**src/acif_pkg.sv**
```systemverilog
package acif_pkg;
	localparam int POINTS = 32;
	localparam int GROUP_SIZE = 8;
	localparam int GROUPS = 4;
	localparam int CLK_HZ = 40_000_000;
	localparam int MS_CYCLES = CLK_HZ / 1000;
	localparam int FILT_STEP_MS = 20;
	localparam int SET_W = 7;
	localparam logic [6:0] SET_MIN = 7'h01;
	localparam logic [6:0] SET_MAX = 7'h7F;
	localparam logic [6:0] SET_RESET = 7'h01;
	localparam logic [4:0] LEN_ON = 5'h10;
	localparam logic [4:0] LEN_OFF = 5'h00;
	localparam int CNT_W = 12;
	localparam int EXTRA_MS_0 = 840;
	localparam int EXTRA_MS_1 = 1600;
	localparam int EXTRA_MS_2 = 1920;
	localparam int AC_HZ = 60;
	localparam int AC_MS = (1000 + AC_HZ - 1) / AC_HZ;
	localparam int STAT_USED = 11;
	localparam int STAT_NOT_READY = 9;
	localparam int STAT_TB_ABSENT = 0;
	localparam int SCAN_MS = 10;
	localparam int SCAN_CYCLES = SCAN_MS * MS_CYCLES;
	localparam int ADDR_W = 8;
	localparam logic [7:0] OFS_CTRL = 8'h00;
	localparam logic [7:0] OFS_FILTER = 8'h04;
	localparam logic [7:0] OFS_INPUTS = 8'h08;
	localparam logic [7:0] OFS_STATUS = 8'h0C;
	localparam logic [7:0] OFS_TBEVT = 8'h10;
	localparam int CTRL_FILT_EN = 0;
	localparam int CTRL_STAT_EN = 1;
	localparam int TB_ATTACH = 0;
	localparam int TB_LOSS = 1;
	localparam int TB_PRESENT = 2;
	localparam logic [1:0] RESP_OKAY = 2'h0;
	localparam logic [1:0] RESP_SLVERR = 2'h2;
endpackage

```
**src/acif_link_if.sv**
```systemverilog
interface acif_link_if;
	logic [4:0] filterLen;
	logic [4:0] statusLen;
	logic [6:0] filterSetting;
	logic settingValid;
	logic [31:0] inputState;
	logic [15:0] statusWord;
	logic tbEvent;
	logic tbAttach;
	modport device (
		input filterLen,
		input statusLen,
		input filterSetting,
		input settingValid,
		output inputState,
		output statusWord,
		output tbEvent,
		output tbAttach
	);
	modport ctrl (
		output filterLen,
		output statusLen,
		output filterSetting,
		output settingValid,
		input inputState,
		input statusWord,
		input tbEvent,
		input tbAttach
	);
endinterface

```
**src/acif_ctrl.sv**
```systemverilog
module acif_ctrl #(
	parameter int SCAN_CYCLES = acif_pkg::SCAN_CYCLES
) (
	input wire logic clock,
	input wire logic rst,
	acif_link_if.ctrl link,
	input wire logic [7:0] s_axi_awaddr,
	input wire logic s_axi_awvalid,
	output logic s_axi_awready,
	input wire logic [31:0] s_axi_wdata,
	input wire logic [3:0] s_axi_wstrb,
	input wire logic s_axi_wvalid,
	output logic s_axi_wready,
	output logic [1:0] s_axi_bresp,
	output logic s_axi_bvalid,
	input wire logic s_axi_bready,
	input wire logic [7:0] s_axi_araddr,
	input wire logic s_axi_arvalid,
	output logic s_axi_arready,
	output logic [31:0] s_axi_rdata,
	output logic [1:0] s_axi_rresp,
	output logic s_axi_rvalid,
	input wire logic s_axi_rready
);

	function automatic logic mapped(input logic [7:0] a);
		return a == acif_pkg::OFS_CTRL || a == acif_pkg::OFS_FILTER || a == acif_pkg::OFS_INPUTS
			|| a == acif_pkg::OFS_STATUS || a == acif_pkg::OFS_TBEVT;
	endfunction

	logic awready_reg, awready_next;
	logic bvalid_reg, bvalid_next;
	logic [1:0] bresp_reg, bresp_next;
	logic arready_reg, arready_next;
	logic rvalid_reg, rvalid_next;
	logic [1:0] rresp_reg, rresp_next;
	logic [31:0] rdata_reg, rdata_next;
	logic [1:0] ctrl_reg, ctrl_next;
	logic [6:0] setting_reg, setting_next;
	logic [1:0] tbSticky_reg, tbSticky_next;
	logic tbPresent_reg, tbPresent_next;
	logic [31:0] scanCount_reg, scanCount_next;
	logic scanPulse_reg, scanPulse_next;

	always_comb begin
		logic wrDo;
		logic rdDo;
		wrDo = awready_reg && s_axi_awvalid && s_axi_wvalid;
		rdDo = arready_reg && s_axi_arvalid;
		awready_next = s_axi_awvalid && s_axi_wvalid && !awready_reg && !bvalid_reg;
		arready_next = s_axi_arvalid && !arready_reg && !rvalid_reg;
		bvalid_next = bvalid_reg && !s_axi_bready;
		bresp_next = bresp_reg;
		rvalid_next = rvalid_reg && !s_axi_rready;
		rresp_next = rresp_reg;
		rdata_next = rdata_reg;
		ctrl_next = ctrl_reg;
		setting_next = setting_reg;
		tbSticky_next = tbSticky_reg;
		tbPresent_next = tbPresent_reg;
		if (wrDo) begin
			bvalid_next = 1'b1;
			bresp_next = mapped(s_axi_awaddr) ? acif_pkg::RESP_OKAY : acif_pkg::RESP_SLVERR;
			if (s_axi_wstrb[0]) begin
				if (s_axi_awaddr == acif_pkg::OFS_CTRL)
					ctrl_next = s_axi_wdata[1:0];
				if (s_axi_awaddr == acif_pkg::OFS_FILTER && s_axi_wdata[6:0] >= acif_pkg::SET_MIN
					&& s_axi_wdata[31:7] == '0)
					setting_next = s_axi_wdata[6:0];
				if (s_axi_awaddr == acif_pkg::OFS_TBEVT)
					tbSticky_next = tbSticky_reg & ~s_axi_wdata[1:0];
			end
		end
		if (link.tbEvent) begin
			tbPresent_next = link.tbAttach;
			if (link.tbAttach)
				tbSticky_next[acif_pkg::TB_ATTACH] = 1'b1;
			else
				tbSticky_next[acif_pkg::TB_LOSS] = 1'b1;
		end
		if (rdDo) begin
			rvalid_next = 1'b1;
			rresp_next = mapped(s_axi_araddr) ? acif_pkg::RESP_OKAY : acif_pkg::RESP_SLVERR;
			case (s_axi_araddr)
				acif_pkg::OFS_CTRL: rdata_next = {30'h0, ctrl_reg};
				acif_pkg::OFS_FILTER: rdata_next = {25'h0, setting_reg};
				acif_pkg::OFS_INPUTS: rdata_next = link.inputState;
				acif_pkg::OFS_STATUS: rdata_next = {16'h0, link.statusWord};
				acif_pkg::OFS_TBEVT: rdata_next = {29'h0, tbPresent_reg, tbSticky_reg};
				default: rdata_next = '0;
			endcase
		end
		scanPulse_next = 1'b0;
		scanCount_next = scanCount_reg + 32'h0000_0001;
		if (scanCount_reg == 32'(SCAN_CYCLES - 1)) begin
			scanCount_next = '0;
			scanPulse_next = 1'b1;
		end
	end

	always_ff @(posedge clock) begin
		if (rst) begin
			awready_reg <= 1'b0;
			bvalid_reg <= 1'b0;
			bresp_reg <= acif_pkg::RESP_OKAY;
			arready_reg <= 1'b0;
			rvalid_reg <= 1'b0;
			rresp_reg <= acif_pkg::RESP_OKAY;
			rdata_reg <= '0;
			ctrl_reg <= '0;
			setting_reg <= acif_pkg::SET_RESET;
			tbSticky_reg <= '0;
			tbPresent_reg <= 1'b0;
			scanCount_reg <= '0;
			scanPulse_reg <= 1'b0;
		end else begin
			awready_reg <= awready_next;
			bvalid_reg <= bvalid_next;
			bresp_reg <= bresp_next;
			arready_reg <= arready_next;
			rvalid_reg <= rvalid_next;
			rresp_reg <= rresp_next;
			rdata_reg <= rdata_next;
			ctrl_reg <= ctrl_next;
			setting_reg <= setting_next;
			tbSticky_reg <= tbSticky_next;
			tbPresent_reg <= tbPresent_next;
			scanCount_reg <= scanCount_next;
			scanPulse_reg <= scanPulse_next;
		end
	end

	assign s_axi_awready = awready_reg;
	assign s_axi_wready = awready_reg;
	assign s_axi_bvalid = bvalid_reg;
	assign s_axi_bresp = bresp_reg;
	assign s_axi_arready = arready_reg;
	assign s_axi_rvalid = rvalid_reg;
	assign s_axi_rresp = rresp_reg;
	assign s_axi_rdata = rdata_reg;
	assign link.filterLen = ctrl_reg[acif_pkg::CTRL_FILT_EN] ? acif_pkg::LEN_ON : acif_pkg::LEN_OFF;
	assign link.statusLen = ctrl_reg[acif_pkg::CTRL_STAT_EN] ? acif_pkg::LEN_ON : acif_pkg::LEN_OFF;
	assign link.filterSetting = setting_reg;
	assign link.settingValid = scanPulse_reg;

endmodule

```
**src/flat_wrapper.sv**
```systemverilog
// flat-port wrapper written by rule: the top's interface ports become plain ports
module acif_ctrl_flat 
#(
	parameter int SCAN_CYCLES = acif_pkg::SCAN_CYCLES
)
  (clock, rst, s_axi_awaddr, s_axi_awvalid, s_axi_awready, s_axi_wdata, s_axi_wstrb, s_axi_wvalid, s_axi_wready, s_axi_bresp, s_axi_bvalid, s_axi_bready, s_axi_araddr, s_axi_arvalid, s_axi_arready, s_axi_rdata, s_axi_rresp, s_axi_rvalid, s_axi_rready, link_filterLen, link_statusLen, link_filterSetting, link_settingValid, link_inputState, link_statusWord, link_tbEvent, link_tbAttach);
  acif_link_if link_i ();
  input wire logic clock;
  input wire logic rst;
  input wire logic [7:0] s_axi_awaddr;
  input wire logic s_axi_awvalid;
  output logic s_axi_awready;
  input wire logic [31:0] s_axi_wdata;
  input wire logic [3:0] s_axi_wstrb;
  input wire logic s_axi_wvalid;
  output logic s_axi_wready;
  output logic [1:0] s_axi_bresp;
  output logic s_axi_bvalid;
  input wire logic s_axi_bready;
  input wire logic [7:0] s_axi_araddr;
  input wire logic s_axi_arvalid;
  output logic s_axi_arready;
  output logic [31:0] s_axi_rdata;
  output logic [1:0] s_axi_rresp;
  output logic s_axi_rvalid;
  input wire logic s_axi_rready;
  output wire logic [$bits(link_i.filterLen)-1:0] link_filterLen;
  output wire logic [$bits(link_i.statusLen)-1:0] link_statusLen;
  output wire logic [$bits(link_i.filterSetting)-1:0] link_filterSetting;
  output wire logic [$bits(link_i.settingValid)-1:0] link_settingValid;
  input wire logic [$bits(link_i.inputState)-1:0] link_inputState;
  input wire logic [$bits(link_i.statusWord)-1:0] link_statusWord;
  input wire logic [$bits(link_i.tbEvent)-1:0] link_tbEvent;
  input wire logic [$bits(link_i.tbAttach)-1:0] link_tbAttach;
  assign link_filterLen = link_i.filterLen;
  assign link_statusLen = link_i.statusLen;
  assign link_filterSetting = link_i.filterSetting;
  assign link_settingValid = link_i.settingValid;
  assign link_i.inputState = link_inputState;
  assign link_i.statusWord = link_statusWord;
  assign link_i.tbEvent = link_tbEvent;
  assign link_i.tbAttach = link_tbAttach;
  acif_ctrl #(.SCAN_CYCLES(SCAN_CYCLES)) u_core (.clock(clock), .rst(rst), .link(link_i), .s_axi_awaddr(s_axi_awaddr), .s_axi_awvalid(s_axi_awvalid), .s_axi_awready(s_axi_awready), .s_axi_wdata(s_axi_wdata), .s_axi_wstrb(s_axi_wstrb), .s_axi_wvalid(s_axi_wvalid), .s_axi_wready(s_axi_wready), .s_axi_bresp(s_axi_bresp), .s_axi_bvalid(s_axi_bvalid), .s_axi_bready(s_axi_bready), .s_axi_araddr(s_axi_araddr), .s_axi_arvalid(s_axi_arvalid), .s_axi_arready(s_axi_arready), .s_axi_rdata(s_axi_rdata), .s_axi_rresp(s_axi_rresp), .s_axi_rvalid(s_axi_rvalid), .s_axi_rready(s_axi_rready));
endmodule
```
**config.mk**
```make
export PLATFORM = sky130hd
export DESIGN_NAME = acif_ctrl_flat
export DESIGN_NICKNAME = d
export VERILOG_FILES = /design/src/acif_pkg.sv /design/src/acif_link_if.sv /design/src/acif_ctrl.sv /design/src/flat_wrapper.sv
export SDC_FILE = /design/constraint.sdc
export NUM_CORES = 1
export LEC_CHECK = 0
export BUFFER_PORTS_ARGS = -buffer_cell sky130_fd_sc_hd__buf_2
export CAP_MARGIN = 10
export CORE_MARGIN = 2
export CORE_UTILIZATION = 44
export CTS_CLUSTER_DIAMETER = 40
export DETAILED_ROUTE_END_ITERATION = 7
export PLACE_DENSITY_LB_ADDON = 0.12
export RECOVER_POWER = 100
export SLEW_MARGIN = 5
export SYNTH_ARGS = -nofsm -noshare
export SYNTH_HDL_FRONTEND = slang
export SYNTH_SLANG_ARGS = --single-unit
```
**constraint.sdc**
```tcl
create_clock -name clock -period 3.42 [get_ports clock]
set_input_delay 0.171 -clock clock [delete_from_list [all_inputs] [get_ports clock]]
set_output_delay 0.171 -clock clock [all_outputs]
set_load 0.05 [all_outputs]
```
==> impl_metrics.yaml, run 1 <==
synthesis:
  synth_area_leaders: "dfxtp_1, nor2_1, mux2_2"
  ys.flop_type: "dfxtp_1"
  yosysUniqueCellTypes: 48
  yosys.area.top_type: "dfxtp_1"
  synth_most_common_cell: "dfxtp_1"
  synth_top_area_share_pct: 42.00
  netlist_instances: 442
  synth_edf_count: 0
  yosysSeqAreaShare_pct: 42.00
  synthArstFlopShare_pct: 0
  yosys_warnings: 0
  ys_seq_elements: 83
  syn_avg_cell_area_um2: 8.951
  yosys-top-cells-count: "dfxtp_1, nor2_1, nand2_1"
  syn_area_um2: 3956
sta:
  worstMarginPinSlew_ns: 1.093
  hold_viol_final: 0
  period_needed_ns: 2.469
  setup_ws_ns: 0.9514
  fmax_mhz: 405.1
  fin_setup_tns_ns: 0
  relSlewSlack_pct: 27.00
  skew_ns: 0.007223
  rsz0062_at_grt: "no"
  slew_violations: 0
  finalSetupViolCount: 0
  min_period_over_period_pct: 72.18
clocking:
  clock_sinks: 83
  cts_buffer_depth: 2
  cts_buffers: 9
  cts_tree: "done"
  htree_levels: 3
  postCtsSetupRepairBufs: 0
  clock-root-buffer: "clkbuf_8"
  ctsHoldBuffers: 0
  clock_latency_ns: 0.35
  clk_pin_slew_ns: 0.08
  cts_resized: 0
power_and_ir_drop:
  ir_worst_vdd_mv: 0.2194
  leakagePower_nw: 1.778
  powerDensity_nw_per_um2: 404.1
  power_w: 0.001954
outcome:
  outcome: "finished, final reports clean"
worst_setup_path:
  crit_fanout: 23
  end_kind: "register"
  path_class: "reg2reg"
  cp-start-kind: "register"
  crit_arrival_ns: 2.66
  required_ns: 3.62
finish:
  fin_nets: 691
  antenna_cells: 0
  area_delta_synth_final_pct: 22.23
  drive_above_1_share_pct: 24.06
  fillCellCount: 840
floorplanning:
  die_h_um: 98.83
  die_w_um: 98.83
  core_region_area_um2: 8721
  rows: 34
  die_area_um2: 9766
  boundaryPins: 168
  start_util_pct: 45.37
placement:
  routabilityCongestion: 0.7919
  port_buffers: 154
  hpwl_mm: 7.442
  pre_cts_slack_ns: 1.384
route:
  detail_route.wl_per_cell_um: 14.68
  finalWirelength_mm: 10.19
  route.detailed.drc: 0
  drtIter0Drc: 109
  firstDrtPassIters: 6
  detail-route-antenna-nets: 0
  vias: 3827
  via_per_inst: 5.514
global_route:
  antenna_found_initial: 0
  first_global_vias: 3562
  grt_max_degree: 57
  grt.overflow.total: 0
  gr-usage-all-layers_pct: 20.43
  grt_pass1_wl_mm: 16.55
run:
  maxCapViolations: 0
worst_hold_path:
  hold_path.class: "in2reg"
## worst paths after layout
kind | startpoint | endpoint | slack (ns) | cells after the start
max | u_core.scanCount_reg[0] | u_core.scanCount_reg[7] | 0.95 | 6
min | s_axi_awvalid | u_core.s_axi_awready | 0.07 | 3
max reg2reg | u_core.scanCount_reg[0] | u_core.scanCount_reg[7] | 0.95 | 6
min reg2reg | u_core.s_axi_rdata[2] | u_core.s_axi_rdata[2] | 0.45 | 2
## final cells by class
class                           instances  area, um2  share of cell area, %
Clock inverter                          4      73.82                  1.527
Timing Repair Buffer                  158      728.2                  15.06
Inverter                                7      26.28                 0.5433
Sequential cell                        83       1662                  34.36
Clock buffer                           12      145.1                  3.001
Tap cell                              108      135.1                  2.794
Multi-Input combinational cell        322       2066                  42.72
## power by group
part	switching (W)	internal [W]	total, W
clock network	0.000345	0.000432	0.000777
registers	0.00000886	0.000976	0.000985
logic	0.000114	0.0000784	0.000192
## critical path, stage by stage, from the launching register on
cell and delay, ns:
dfxtp_1 0.37, ha_1 0.19, and2_0 0.31, nand2_1 0.25
o31ai_2 0.27, clkbuf_1 0.80, nor2_1 0.11
## through the flow
step / std cells / util (%) / hold slack [ns] / area [um2]
after floorplan: 451 / - / 0.2904 / 3990
after global routing: 694 / 55.45 / 0.07529 / 4836
after detailed placement: 678 / 54.20 / 0.4232 / 4727
after CTS: 694 / 56.71 / 0.04939 / 4946
after global placement: 678 / 54.20 / 0.4099 / 4727
final: 694 / 55.45 / 0.06561 / 4836
## routing by layer
| layer | up-vias | wire (um) | GRT usage [%] |
|---|---|---|---|
| li1 | 1908 | - | - |
| met3 | 8 | 586 | 4.894 |
| met5 | - | 0 | 0 |
| met4 | 0 | 76 | 4.953 |
| met2 | 111 | 4959 | 34.88 |
| met1 | 1800 | 4562 | 26.12 |
## logic make-up after synthesis
group	synth area share (%)
XOR/XNOR	2.878
AND/OR/NAND/NOR	26.09
adder cells (fa/ha/maj)	0.3162
multiplexers	6.863
other	0.09479
AO/OA/AOI/OAI	16.07
flip-flops	42.00
buffers and inverters	5.693
## layout by cell type (no fill, tap or decap), drive strengths merged, types with 8 or more instances in the layout
cell type,instances
a21oi,28
a22oi,9
a32oi,16
buf,106
clkbuf,64
conb,10
dfxtp,83
mux2,13
mux2i,8
nand2,33
nand3,19
nand4,13
nor2,47
nor4,15
o21ai,9
o31ai,15
or3,8
or4,13
xor2,8
(Power assumes the default switching activity.)
==> inputs of run 2 (changes only) <==
Settings changed: CORE_UTILIZATION 44 to 43.
Clock period 3.42 ns to 2.2 ns, I/O delays scaled along.
==> impl_metrics.yaml, run 2 (synthesized netlist as in run 1, its figures left out) <==
finish:
  layout_common_cells: "buf_2, dfxtp_1, clkbuf_1"
  final_common_cell: "buf_2"
  antenna_cells: 0
  design_area_um2: 4916
  regArea_um2: 1662
  multi_input_area_um2: 2069
  fillCellCount: 862
  drive_above_1_share_pct: 24.49
  fin_nets: 698
  area_delta_synth_final_pct: 24.26
power_and_ir_drop:
  p_sw_share_pct: 23.27
  ir_worst_vdd_mv: 0.3736
  combPwrFrac_pct: 10.0
  internal-power_w: 0.002340
  leakagePower_nw: 1.823
  p_switching_w: 0.0007095
  seqPwrFrac_pct: 50.2
  powerDensity_nw_per_um2: 620.4
  clock_power_share_pct: 39.9
route:
  drtIter0Drc: 186
  detail-route-antenna-nets: 0
  finalWirelength_mm: 10.19
  top_layer: "met4"
  met2_length_mm: 5.016
  firstDrtPassIters: 4
  via_per_inst: 5.391
  vias: 3790
  detail_route.wl_per_cell_um: 14.49
  route.met3.wl_um: 565
  route.detailed.drc: 0
  wirelength_met1_mm: 4.570
floorplanning:
  die_w_um: 99.92
  die_area_um2: 9984
  boundaryPins: 168
  die_h_um: 99.92
  rows: 35
  core_region_area_um2: 9065
  start_util_pct: 43.64
worst_setup_path:
  crit_chain: "and4_1, nand4_2, or4_1, a21oi_1"
  cp-start-kind: "register"
  cp_top_family: "simple AND/OR/NAND/NOR gates"
  slowest_delay_ns: 0.60
  path_class: "reg2reg"
  end_kind: "register"
  path_buf_inv: 0
  cp_slowest_cell: "or4_1"
  required_ns: 2.48
  crit_arrival_ns: 2.21
  crit_fanout: 13
global_route:
  gr-usage-all-layers_pct: 20.22
  grt_max_degree: 34
  first_global_vias: 3505
  antenna_found_initial: 0
  grt_pass1_wl_mm: 16.42
  grt.overflow.total: 0
sta:
  relSlewSlack_pct: 6.069
  worstMarginPinSlew_ns: 1.409
  period_needed_ns: 1.934
  hold_viol_final: 0
  fin_setup_tns_ns: 0
  min_period_over_period_pct: 87.90
  slew_violations: 0
  skew_ns: 0.007420
  whs_ns: 0.02064
  finalSetupViolCount: 0
  fmax_mhz: 517.1
  rsz0062_at_grt: "no"
clocking:
  clock-root-buffer: "clkbuf_8"
  ctsHoldBuffers: 5
  cts_buffer_depth: 2
  clk_pin_slew_ns: 0.08
  clock_sinks: 83
  htree_levels: 3
  cts_resized: 0
  cts_buffers: 9
  postCtsSetupRepairBufs: 0
  cts_tree: "done"
  clock_latency_ns: 0.34
placement:
  routabilityCongestion: 0.7957
  hpwl_mm: 7.352
  port_buffers: 154
  dpl_cell_area_um2: 4746
outcome:
  outcome: "finished, final reports clean"
worst_hold_path:
  hold_path.class: "in2reg"
run:
  maxCapViolations: 0
run 2: path summary, 6_finish.rpt:
check | startpoint | to | slack (ns) | cells past startpoint
setup / recovery | u_core.scanCount_reg[3] | u_core.scanCount_reg[22] | 0.27 | 4
hold / removal | s_axi_wdata[4] | u_core.link.filterSetting[4] | 0.02 | 3
setup reg to reg | u_core.scanCount_reg[3] | u_core.scanCount_reg[22] | 0.27 | 4
hold reg to reg | u_core.scanCount_reg[0] | u_core.scanCount_reg[0] | 0.46 | 1
run 2: layout make-up:
cell class                      count  area share (%)
Clock buffer                       11           3.080
Clock inverter                      4           1.502
Inverter                            7          0.5345
Multi-Input combinational cell    322           42.10
Sequential cell                    83           33.80
Tap cell                          111           2.825
Timing Repair Buffer              165           16.16
run 2: worst min-delay path: stages:
cell	delay [ns]
buf_2	0.11
nand2_1	0.05
mux2i_1	0.05
run 2: layer usage:
| metal | vias to the layer above | global-route usage (%) |
|---|---|---|
| li1 | 1920 | - |
| met1 | 1768 | 26.43 |
| met2 | 98 | 33.68 |
| met3 | 4 | 5.571 |
| met4 | 0 | 4.320 |
| met5 | - | 0 |
run 2: power groups by stage:
stage	Sequential [W]	Clock, W	Combinational (W)
after CTS	0.00153	0.00126	0.000312
after global placement	0.00156	0	0.000300
after floorplan	0.00158	0	0.000174
after global routing	0.00153	0.00133	0.000335
final	0.00153	0.00122	0.000304
after detailed placement	0.00157	0	0.000304
run 2: stage by stage:
stage               total power, W  setup WS [ns]  instances  utilization, %
finish                    0.003050         0.2662        703           54.23
CTS                       0.003102         0.2411        703           55.39
detailed placement        0.001869         0.2606        683           52.35
floorplan                 0.001752         0.1739        451               -
global placement          0.001864         0.3310        683           52.35
global route              0.003193        0.08927        703           54.23
==> inputs of run 3 (changes only) <==
Settings changed: ABC_AREA set to 1, CORE_UTILIZATION 43 to 45.
==> impl_metrics.yaml, run 3 <==
sta:
  slew_violations: 0
  fin_setup_tns_ns: 0
  finalSetupViolCount: 0
  relSlewSlack_pct: 53.85
  skew_ns: 0.01818
  fmax_mhz: 533.5
  worstMarginPinSlew_ns: 0.6923
  min_period_over_period_pct: 85.21
  hold_viol_final: 0
  period_needed_ns: 1.875
  rsz0062_at_grt: "no"
finish:
  layout_common_cells: "nand2_1, buf_2, nor2_1"
  finalNonFillerCells: 968
  final_common_cell: "nand2_1"
  fin_nets: 940
  antenna_cells: 0
  area_delta_synth_final_pct: 22.08
  drive_above_1_share_pct: 17.25
route:
  detail-route-antenna-nets: 0
  finalWirelength_mm: 12.56
  route.detailed.drc: 0
  drtIter0Drc: 179
  via_per_inst: 4.987
  firstDrtPassIters: 4
  vias: 4827
  detail_route.wl_per_cell_um: 12.98
worst_setup_path:
  crit_fanout: 7
  cp_slowest_cell: "nor2_1"
  path_class: "reg2reg"
  cpMostUsedCell: "nor2_1"
  cp_top_family: "simple AND/OR/NAND/NOR gates"
  slowest_delay_ns: 0.49
  crit_arrival_ns: 2.17
  required_ns: 2.50
  path_buf_inv: 0
  crit_chain: "nand2_1, nor2_1, nand3_1, nor2_1, nand3_2, a21oi_2"
  r2r_setup_slack_ns: 0.33
  cp-start-kind: "register"
  end_kind: "register"
floorplanning:
  rows: 36
  core_region_area_um2: 9684
  die_w_um: 103.5
  boundaryPins: 168
  die_h_um: 103.5
  die_area_um2: 10710
  start_util_pct: 45.99
synthesis:
  synth_most_common_cell: "nand2_1"
  synth_top_area_share_pct: 37.30
  syn_area_um2: 4454
  ys.flop_type: "dfxtp_1"
  synth_edf_count: 0
  netlist_instances: 680
  ys_seq_elements: 83
  synthArstFlopShare_pct: 0
  yosysUniqueCellTypes: 31
  yosys_warnings: 0
  yosys-top-cells-count: "nand2_1, nor2_1, dfxtp_1"
  syn_avg_cell_area_um2: 6.550
  synth_area_leaders: "dfxtp_1, nand2_1, nor2_1"
  yosysSeqAreaShare_pct: 37.30
  yosys.area.top_type: "dfxtp_1"
global_route:
  first_global_vias: 4399
  grt_pass1_wl_mm: 19.78
  grt.overflow.total: 0
  gr-usage-all-layers_pct: 23.32
  antenna_found_initial: 0
  grt_max_degree: 41
worst_hold_path:
  hold_path.class: "in2reg"
clocking:
  clock_sinks: 83
  cts_tree: "done"
  cts_buffer_depth: 2
  clock-root-buffer: "clkbuf_8"
  postCtsSetupRepairBufs: 0
  htree_levels: 3
  clock_latency_ns: 0.36
  cts_buffers: 9
  clk_pin_slew_ns: 0.09
run:
  maxCapViolations: 0
power_and_ir_drop:
  ir_worst_vdd_mv: 0.2595
  powerDensity_nw_per_um2: 528.8
  leakagePower_nw: 2.182
outcome:
  outcome: "finished, final reports clean"
placement:
  hpwl_mm: 9.538
  routabilityCongestion: 0.9331
  port_buffers: 154
  dp_cells: 950
## run 3: worst paths after layout
kind	start	to	cells after the start
setup / recovery	u_core.scanCount_reg[10]	u_core.scanCount_reg[31]	6
hold / removal	s_axi_rready	u_core.s_axi_rvalid	4
setup reg to reg	u_core.scanCount_reg[10]	u_core.scanCount_reg[31]	6
hold reg to reg	u_core.s_axi_bvalid	u_core.s_axi_awready	1
## run 3: through the flow
stage	util, %	total power [W]	hold WS, ns	cell area [um2]	setup slack (ns)
3_3_place_gp	54.88	0.001849	0.3595	5315	0.5754
5_1_grt	56.15	0.002985	0.007809	5438	0.2078
3_5_place_dp	54.88	0.001855	0.3614	5315	0.5587
4_1_cts	56.99	0.002894	0.001600	5519	0.5541
2_1_floorplan	-	0.001733	0.2362	4488	0.6042
6_report	56.15	0.002875	0.01443	5438	0.3255
## run 3: kinds of logic (layout without fill, tap and decap cells)
family / count (synthesis) / in the layout / synth area share [%]
AND/OR/NAND/NOR: 410 / 410 / 41.69
buffers and inverters: 100 / 246 / 9.859
flip-flops: 83 / 83 / 37.30
AO/OA/AOI/OAI: 73 / 73 / 8.427
XOR/XNOR: 12 / 12 / 2.360
adder cells (fa/ha/maj): 1 / 1 / 0.2809
other: 1 / 10 / 0.08419
## run 3: metal layers
| layer | share of wire [%] | vias to the layer above | track usage, % |
|---|---|---|---|
| met2 | 48 | 132 | 41.14 |
| met3 | 6.0 | 14 | 3.965 |
| met5 | 0 | - | 0 |
| met4 | 1.6 | 0 | 8.603 |
| met1 | 44 | 2188 | 28.43 |
| li1 | - | 2493 | - |
## run 3: layout make-up
cell class,count,area [um2]
clock inverters,7,60.06
well taps,133,166.4
fillers,1012,4247
multi-input cells,506,2380
repair buffers,165,802.0
inverters,65,244.0
flip-flops and latches,83,1662
clock buffers,9,123.9
## run 3: tightest hold or removal path: stages
cell,delay (ns)
buf_2,0.08
inv_1,0.03
nand2_1,0.05
a21oi_1,0.06
## run 3: repair_timing
item	4_1_cts	5_1_grt
endpoints found under the setup margin	0	0
gates resized for setup	0	0
endpoints found under the hold margin	2	0
hold buffers	2	0
## run 3: where the power goes
| group | internal [W] | switching, W | total (W) | leakage [nW] |
|---|---|---|---|---|
| Clock | 0.000428 | 0.000628 | 0.00106 | 0.0844 |
| Sequential | 0.00152 | 0.0000119 | 0.00153 | 0.670 |
| Combinational | 0.000105 | 0.000187 | 0.000292 | 1.43 |
